--- src/shared/afhp_pkg.sv ---
// Constants and types of the audio file header parser.
// Assumes one clock domain and a byte source that follows the chunk layout.
package afhp_pkg;

  // ****************************************************************
  // Keywords (values arbitrary, not any real keyword)
  // ****************************************************************
  localparam logic [63:0] HDR_KEYWORD  = 64'h4846_5041_5248_4431;
  localparam logic [63:0] TEXT_KEYWORD = 64'h4846_5041_5458_5431;

  // ****************************************************************
  // Field lengths in bytes and layout
  // ****************************************************************
  localparam logic [3:0]  LEN_KEY  = 4'h8;
  localparam logic [3:0]  LEN_SIZE = 4'h8;
  localparam logic [3:0]  LEN_VER  = 4'h4;
  localparam logic [3:0]  LEN_TC   = 4'h5;
  localparam logic [3:0]  LEN_ONE  = 4'h1;
  localparam logic [3:0]  LEN_META = 4'h2;
  localparam logic [63:0] HDR_FIXED_BYTES = 64'h0000_0000_0000_000E;
  localparam logic [1:0]  REF_CODE_RSVD   = 2'h3;
  localparam logic [15:0] RATE_HZ_0 = 16'h7D00;
  localparam logic [15:0] RATE_HZ_1 = 16'hAC44;
  localparam logic [15:0] RATE_HZ_2 = 16'hBB80;
  localparam logic [1:0]  STAMP_FRAME_IDX = 2'h2;

  // ****************************************************************
  // Register map and reset values
  // ****************************************************************
  localparam logic [7:0] REG_CTRL   = 8'h00;
  localparam logic [7:0] REG_STATUS = 8'h04;
  localparam logic [7:0] REG_VER    = 8'h08;
  localparam logic [7:0] REG_STAMP  = 8'h0C;
  localparam logic [7:0] REG_RATE   = 8'h10;
  localparam logic [7:0] REG_COUNT  = 8'h14;
  localparam logic [7:0] REG_HSIZE  = 8'h18;
  localparam logic       CTRL_EN_RST = 1'b1;

  // ****************************************************************
  // Types
  // ****************************************************************
  typedef enum logic [3:0] {
    ST_KEY, ST_HSIZE, ST_VER, ST_TC, ST_RATE, ST_META, ST_PRES, ST_EXT,
    ST_HSKIP, ST_CKEY, ST_CSIZE, ST_CSKIP, ST_TEXT, ST_TSKIP, ST_DONE, ST_ERR
  } afhp_state_e;

  // Strobe / valid bit order
  typedef struct packed {
    logic size;
    logic ver;
    logic tc;
    logic rate;
    logic meta;
    logic pres;
    logic ext;
  } afhp_stb_s;

  typedef struct packed {
    logic [63:0] hdr_size;
    logic [31:0] version;
    logic [1:0]  reference_rate_code;
    logic [15:0] rate_hz;
    logic [31:0] sample_count_stamp;
    logic [3:0]  timecode_rate_code;
    logic        tc_rate_rsvd;
    logic        variable_rate;
    logic        peak_rate_smoothing;
    logic        navi_embedded;
    logic        core_present;
    logic        ext_present;
    logic [7:0]  presentation_count;
    logic [7:0]  extension_count_field;
    logic [8:0]  extension_substream_total;
  } afhp_fields_s;

  typedef struct packed {
    afhp_state_e  st;
    logic [3:0]   idx;
    logic [63:0]  sh;
    logic [63:0]  rem;
    logic         match;
    afhp_fields_s f;
    afhp_stb_s    stb;
    afhp_stb_s    vld;
    logic         err;
    logic         done;
    logic         rdy;
    logic [7:0]   txt;
    logic         txt_v;
    logic         txt_end;
    logic         en;
    logic         wr_pend;
    logic [7:0]   wr_addr;
    logic [31:0]  hrdata;
    logic         hready;
  } afhp_regs_s;

endpackage

--- src/verilog/afhp_parser.sv ---
// Header and text-chunk parser with an AHB-Lite register slave.
// Assumes byte_i is synchronous to clk_i and held until taken.
module afhp_parser
  import afhp_pkg::*;
(
  // Clock and reset
  input  wire logic         clk_i,
  input  wire logic         arst_n_i,
  // Byte stream
  input  wire logic [7:0]   byte_i,
  input  wire logic         byte_valid_i,
  output logic              byte_ready_o,
  // Decoded fields
  output afhp_fields_s      fields_o,
  output afhp_stb_s         field_stb_o,
  output afhp_stb_s         fields_valid_o,
  output logic [7:0]        text_byte_o,
  output logic              text_valid_o,
  output logic              text_end_o,
  output logic              parse_err_o,
  output logic              parse_done_o,
  // AHB-Lite slave
  input  wire logic         hsel_i,
  input  wire logic [31:0]  haddr_i,
  input  wire logic [1:0]   htrans_i,
  input  wire logic         hwrite_i,
  input  wire logic [2:0]   hsize_i,
  input  wire logic [31:0]  hwdata_i,
  input  wire logic         hready_i,
  output logic [31:0]       hrdata_o,
  output logic              hreadyout_o,
  output logic              hresp_o
);

  // ****************************************************************
  // Reset release
  // ****************************************************************
  logic [1:0] rst_sync_q;
  logic       rst_n;

  always_ff @(posedge clk_i or negedge arst_n_i) begin
    if (!arst_n_i) begin
      rst_sync_q <= 2'b00;
    end else begin
      rst_sync_q <= {rst_sync_q[0], 1'b1};
    end
  end
  assign rst_n = rst_sync_q[1];

  // ****************************************************************
  // State
  // ****************************************************************
  afhp_regs_s q;
  afhp_regs_s n;
  logic       acc;
  logic       last;
  logic       restart;
  logic [3:0] flen;
  logic [63:0] shn;

  always_comb begin
    case (q.st)
      ST_KEY, ST_CKEY:   flen = LEN_KEY;
      ST_HSIZE, ST_CSIZE: flen = LEN_SIZE;
      ST_VER:            flen = LEN_VER;
      ST_TC:             flen = LEN_TC;
      ST_META:           flen = LEN_META;
      default:           flen = LEN_ONE;
    endcase
  end

  assign acc  = byte_valid_i & q.rdy;
  assign last = (q.idx == flen - 4'h1);
  assign shn  = {q.sh[55:0], byte_i};
  assign restart = q.wr_pend & (q.wr_addr == REG_CTRL) & hwdata_i[1];

  always_comb begin
    n         = q;
    n.stb     = '0;
    n.txt_v   = 1'b0;
    n.txt_end = 1'b0;
    if (acc) begin
      n.sh  = shn;
      n.idx = last ? 4'h0 : q.idx + 4'h1;
      case (q.st)
        ST_KEY: begin
          if (last) begin
            n.st = (shn == HDR_KEYWORD) ? ST_HSIZE : ST_ERR;
          end
        end
        ST_HSIZE: begin
          if (last) begin
            n.f.hdr_size = shn;
            n.stb.size   = 1'b1;
            n.rem = (shn > HDR_FIXED_BYTES) ? shn - HDR_FIXED_BYTES : '0;
            n.st  = ST_VER;
          end
        end
        ST_VER: begin
          if (last) begin
            n.f.version = shn[31:0];
            n.stb.ver   = 1'b1;
            n.st        = ST_TC;
          end
        end
        ST_TC: begin
          if (last) begin
            if (shn[39:38] == REF_CODE_RSVD) begin
              n.st = ST_ERR;
            end else begin
              n.f.reference_rate_code = shn[39:38];
              n.f.sample_count_stamp  = shn[31:0];
              case (shn[39:38])
                2'h0:    n.f.rate_hz = RATE_HZ_0;
                2'h1:    n.f.rate_hz = RATE_HZ_1;
                default: n.f.rate_hz = RATE_HZ_2;
              endcase
              n.stb.tc = 1'b1;
              n.st     = ST_RATE;
            end
          end
        end
        ST_RATE: begin
          n.f.timecode_rate_code = byte_i[3:0];
          n.f.tc_rate_rsvd       = byte_i[3];
          n.stb.rate             = 1'b1;
          n.st                   = ST_META;
        end
        ST_META: begin
          if (last) begin
            n.f.variable_rate       = shn[0];
            n.f.peak_rate_smoothing = shn[1];
            n.f.navi_embedded       = shn[2];
            n.f.core_present        = shn[3];
            n.f.ext_present         = shn[4];
            n.stb.meta              = 1'b1;
            n.st                    = ST_PRES;
          end
        end
        ST_PRES: begin
          n.f.presentation_count = byte_i;
          n.stb.pres             = 1'b1;
          n.st                   = ST_EXT;
        end
        ST_EXT: begin
          n.f.extension_count_field = byte_i;
          n.f.extension_substream_total =
            q.f.ext_present ? {1'b0, byte_i} + 9'h001 : 9'h000;
          n.stb.ext = 1'b1;
          n.st      = (q.rem == '0) ? ST_CKEY : ST_HSKIP;
        end
        ST_HSKIP, ST_CSKIP: begin
          n.rem = q.rem - 64'h1;
          if (q.rem == 64'h1) begin
            n.st = ST_CKEY;
          end
        end
        ST_CKEY: begin
          if (last) begin
            n.match = (shn == TEXT_KEYWORD);
            n.st    = ST_CSIZE;
          end
        end
        ST_CSIZE: begin
          if (last) begin
            n.rem = shn;
            if (shn == '0) begin
              n.st = q.match ? ST_DONE : ST_CKEY;
            end else begin
              n.st = q.match ? ST_TEXT : ST_CSKIP;
            end
          end
        end
        ST_TEXT: begin
          n.rem = q.rem - 64'h1;
          if (byte_i == 8'h00) begin
            n.txt_end = 1'b1;
          end else begin
            n.txt   = byte_i;
            n.txt_v = 1'b1;
          end
          if (q.rem == 64'h1) begin
            n.st = ST_DONE;
          end else if (byte_i == 8'h00) begin
            n.st = ST_TSKIP;
          end
        end
        ST_TSKIP: begin
          n.rem = q.rem - 64'h1;
          if (q.rem == 64'h1) begin
            n.st = ST_DONE;
          end
        end
        default: begin
          n.st = q.st;
        end
      endcase
    end
    n.err  = (n.st == ST_ERR);
    n.done = (n.st == ST_DONE);
    n.vld  = n.err ? '0 : (q.vld | n.stb);
    if (n.err) begin
      n.stb = '0;
    end
    // Bus: register write data phase
    if (q.wr_pend && (q.wr_addr == REG_CTRL)) begin
      n.en = hwdata_i[0];
    end
    if (restart) begin
      n.st    = ST_KEY;
      n.idx   = '0;
      n.f     = '0;
      n.vld   = '0;
      n.stb   = '0;
      n.err   = 1'b0;
      n.done  = 1'b0;
      n.match = 1'b0;
    end
    n.rdy = n.en & (n.st != ST_DONE) & (n.st != ST_ERR);
    // Bus: address phase decode, read data at once
    n.wr_pend = 1'b0;
    n.hready  = 1'b1;
    if (hsel_i && hready_i && htrans_i[1]) begin
      n.wr_pend = hwrite_i;
      n.wr_addr = haddr_i[7:0];
      case (haddr_i[7:0])
        REG_CTRL:   n.hrdata = {31'h0, q.en};
        REG_STATUS: n.hrdata = {18'h0, STAMP_FRAME_IDX, 3'h0, q.vld, q.err, q.done};
        REG_VER:    n.hrdata = q.f.version;
        REG_STAMP:  n.hrdata = q.f.sample_count_stamp;
        REG_RATE:   n.hrdata = {4'h0, q.f.variable_rate, q.f.peak_rate_smoothing,
                                q.f.navi_embedded, q.f.core_present, q.f.ext_present,
                                q.f.tc_rate_rsvd, q.f.timecode_rate_code,
                                q.f.reference_rate_code, q.f.rate_hz};
        REG_COUNT:  n.hrdata = {15'h0, q.f.extension_substream_total,
                                q.f.presentation_count};
        REG_HSIZE:  n.hrdata = q.f.hdr_size[31:0];
        default:    n.hrdata = 32'h0000_0000;
      endcase
    end
  end

  always_ff @(posedge clk_i or negedge rst_n) begin
    if (!rst_n) begin
      q        <= '0;
      q.st     <= ST_KEY;
      q.en     <= CTRL_EN_RST;
      q.hready <= 1'b1;
    end else begin
      q <= n;
    end
  end

  // ****************************************************************
  // Outputs
  // ****************************************************************
  assign byte_ready_o   = q.rdy;
  assign fields_o       = q.f;
  assign field_stb_o    = q.stb;
  assign fields_valid_o = q.vld;
  assign text_byte_o    = q.txt;
  assign text_valid_o   = q.txt_v;
  assign text_end_o     = q.txt_end;
  assign parse_err_o    = q.err;
  assign parse_done_o   = q.done;
  assign hrdata_o       = q.hrdata;
  assign hreadyout_o    = q.hready;
  assign hresp_o        = 1'b0;
endmodule

--- config.mk ---
export PLATFORM = sky130hd
export DESIGN_NAME = afhp_parser
export DESIGN_NICKNAME = d
export VERILOG_FILES = /design/src/shared/afhp_pkg.sv /design/src/verilog/afhp_parser.sv
export SDC_FILE = /design/constraint.sdc
export NUM_CORES = 1
export LEC_CHECK = 0
export BUFFER_PORTS_ARGS = -buffer_cell sky130_fd_sc_hd__buf_2
export CORE_UTILIZATION = 37
export CTS_BUF_LIST = sky130_fd_sc_hd__clkbuf_4
export DETAILED_ROUTE_END_ITERATION = 8
export GPL_TIMING_DRIVEN = 1
export SLEW_MARGIN = 20
export SYNTH_ARGS = -nofsm -noshare
export SYNTH_HDL_FRONTEND = slang
export SYNTH_SLANG_ARGS = --single-unit
--- constraint.sdc ---
create_clock -name clk_i -period 20.7 [get_ports clk_i]
set_input_delay 4.14 -clock clk_i [delete_from_list [all_inputs] [get_ports clk_i]]
set_output_delay 4.14 -clock clk_i [all_outputs]
set_load 0.03 [all_outputs]
==> summary.txt <==
Min path
  • Hold_sp: rst_sync_q[0]$_DFF_PN0_
  • Hold depth: 0
  • Hold endpoint: rst_sync_q[1]$_DFF_PN0_
  • HP Class: flop to flop

Outcome
  • Status: finished clean

Drt
  • Via count: 18.4k
  • Post-route ant nets: 0
  • Via density: 5.62
  • Initial DRC count: 1790
  • Wire per inst: 20.6 um
  • Pre-antenna DRT Iters: 8
  • Total Wirelength: 67700 um
  • Residual DRC: 0

Synth
  • Async SR Flop Fraction: 1.00
  • #FFs+latches synth: 371
  • Synth unique cells: 81
  • EDFF count, synth: 0
  • Post-synthesis sequential area ratio: 0.445
  • Post-synth top flop: dfrtp_1
  • Mapped Cells: 2488
  • Ys Warns: 0
  • Cell Area, Synth: 20900 sq um
  • Mean post-synth cell area: 8.40 sq um

Global route
  • Total gr overflow: 0
  • GRT Overall Usage: 0.233
  • First-pass GRT wire length: 104000 um
  • Largest net degree at the start of global routing: 168
  • Vias in the first global route: 17.4k
  • Initial antenna violation count: 4

Clock tree
  • Number of gates resized after CTS: 0
  • CTS tree: done
  • CTS Hold Buffers Added: 0
  • Clk pin slew, worst setup/hold paths: 60 ps
  • Cts bufs inserted: 100
  • H-tree Lvls: 3
  • Clk_lat worst skew: 860 ps
  • Clock sink total: 371
  • Clock buffer depth: 3
  • Clock Root Buffer: clkbuf_4
  • Postcts setup bufs: 0

Floorplanning
  • Ports: 325
  • Die width: 240 um
  • Row count: 86
  • Initial Util: 0.377
  • Core area: 55400 sq um
  • Die Footprint: 57400 sq um
  • Die Y: 240 um

Timing
  • Slew @ Worst Pin: 1180 ps
  • Min Tclk post-route: 7110 ps
  • Max-slew violation count: 0
  • RSZ-0062 raised after global routing: no
  • WHS: 351 ps
  • Final hold vios: 0
  • Post-route clock period utilization: 0.343
  • Fmax: 0.141 GHz
  • Setup TNS: 0 ps
  • Layout Skew: 63.4 ps
  • # setup viols final: 0
  • Slew HR: 0.203

Finish
  • Highest-count cells in the layout ignoring fill and taps: 510 x nand2_1, 369 x dfrtp_1, 259 x buf_2
  • Fill cells: 5636
  • Layout cells sized above 1: 0.201
  • Area delta synth->final: 6.48%
  • Most common cell after layout, fill and taps aside: nand2_1
  • Fin nets: 2548

Setup path
  • WP data required: 21440 ps
  • RR Endpoint: q[312]$_DFFE_PN0P_
  • Cell family with most CP delay: compound AO/OA/AOI/OAI gates
  • CP startpoint kind: input pin
  • Crit path DAT: 7850 ps
  • CP Cell Sequence: buf_2, nor4_2, o21ai_0, nor3_1, a211o_1, buf_4, o21ai_0, a21oi_1, o41ai_1, a22o_1
  • Max incr delay on CP: 810 ps
  • R2R setup slack: 16150 ps
  • CP Class: input pin to flop
  • Worst setup EP type: flop
  • Reg-to-Reg Start: q[366]$_DFFE_PN0P_
  • Crit-path max FO: 44
  • Reg2reg path depth: 9
  • WP buf/inv: 2
  • Crit path top cell by count: o21ai_0
  • Slowest stage cell, crit path: nor4_2

Placed design
  • Detail Placement HPWL: 44600 um
  • RePlAce Congestion: 0.893
  • I/O Buffers: 259

Power
  • Max IR drop VDD: 0.0764 mV
  • Total power per unit cell area: 131 nW/um^2
  • Pleak: 10.5 nW

Flow run
  • Max-Cap Viols: 0
flip-flops by register name, indices dropped and copies added, names as in the netlist, 2 cells and up:
| name | cells |
|---|---|
| text_byte_o | 8 |
| field_stb_o | 7 |
| hrdata_o | 32 |
| fields_valid_o | 7 |
| fields_o | 171 |
| rst_sync_q | 2 |
| q | 139 |
report_power, final:
part | total [W] | leakage [nW] | switching (W) | internal [W]
Clock | 0.000666 | 0.778 | 0.000311 | 0.000356
Combinational | 0.00107 | 4.73 | 0.000726 | 0.000343
Sequential | 0.00117 | 4.98 | 0.000265 | 0.000904
logic make-up after synthesis:
group           after synthesis  synth area share
mux                          52            0.0258
compound gates              588             0.173
simple gates                992             0.215
fa+ha+maj                     9           0.00539
buf+inv                     445             0.124
flops                       371             0.445
other cells                   2          0.000360
xor+xnor                     29            0.0122
final cells by class:
type                            instances  area (sq um)  share of cell area
Tap cell                              748           936              0.0421
Clock inverter                         20           108             0.00484
Timing Repair Buffer                  289          1540              0.0691
Inverter                               16          60.1             0.00270
Antenna cell                            2          5.00            0.000225
Sequential cell                       371          9290               0.418
Clock buffer                          158          1190              0.0533
Multi-Input combinational cell       1678          9120               0.410
cell usage after synthesis (5+ instances only):
cell type  instances  area [sq um]
o21ai_0          165           826
or2_2              7          43.8
inv_1             16          60.1
buf_2             10          50.1
nor3b_1            6          45.0
o211ai_1          13          97.6
xor2_1            14           123
a21o_1            24           180
o2bb2ai_1          5          43.8
a221oi_1           9          78.8
and2_1            12          75.1
and3_1             9          56.3
buf_1             14          52.6
ha_1               9           113
a21oi_1          217          1090
or4_1             18           135
nor2b_1           12          75.1
o22ai_1            7          43.8
nor3_1            65           325
nor2_1           168           631
o21a_1             8          60.1
a22oi_1           23           173
a31oi_1           13          81.3
mux2i_1           37           370
or3_1             36           225
clkbuf_1         167           627
mux2_2            15           169
nand2b_1           9          56.3
nand3b_1           6          45.0
nor4_1            38           238
nand4b_1           8          70.1
nand3_1           51           255
a22o_1            15           131
a222oi_1          32           320
buf_4            237          1780
dfrtp_1          370          9260
o41ai_1            5          43.8
a211oi_1           9          67.6
nand4_1           13          81.3
xnor2_1           15           131
o31ai_1            5          37.5
nand2_1          512          1920
o311ai_0           5          43.8
worst reg2reg max path, delay by kind of cell, from the launching register on:
| family | cells | cell delay [ps] |
|---|---|---|
| AOI/OAI and AO/OA | 5 | 1450 |
| buffers and inverters | 1 | 570 |
| DFF | 1 | 430 |
| and+or+nand+nor | 3 | 1990 |
metrics by stage:
| stage | cell area (sq um) | instances | power [W] | setup WS (ps) | utilization |
|---|---|---|---|---|---|
| 3_3_place_gp | 20900 | 3102 | 0.00221 | 12920 | 0.378 |
| 2_1_floorplan | 20900 | 2494 | 0.00200 | 9600 | - |
| 4_1_cts | 22200 | 3280 | 0.00292 | 13810 | 0.401 |
| 6_report | 22200 | 3282 | 0.00290 | 13590 | 0.401 |
| 3_5_place_dp | 20900 | 3102 | 0.00224 | 12870 | 0.378 |
| 5_1_grt | 22200 | 3281 | 0.00309 | 13400 | 0.401 |
how the worst max path moves through the flow:
| stage | startpoint | endpoint | slack (ps) | cells after the start |
|---|---|---|---|---|
| floorplan | rst_sync_q[1]$_DFF_PN0_ | byte_ready_o$_DFF_PN0_ | 9600 | 0 |
| global placement | byte_i[6] | q[312]$_DFFE_PN0P_ | 12920 | 10 |
| detailed placement | byte_i[6] | q[312]$_DFFE_PN0P_ | 12870 | 10 |
| CTS | byte_i[6] | q[312]$_DFFE_PN0P_ | 13810 | 10 |
| global route | byte_i[6] | q[278]$_DFFE_PN0P_ | 13400 | 9 |
| finish | byte_i[6] | q[312]$_DFFE_PN0P_ | 13590 | 10 |
per-layer routing:
layer  wire length (um)  track usage  up-vias
met5                 27            0        -
met4               2040       0.0958        4
met3               5500       0.0475      144
met2              32100        0.379      804
met1              27900        0.300     9041
li1                   -            -     8439
No activity file was read; power rests on OpenSTA's default activity.
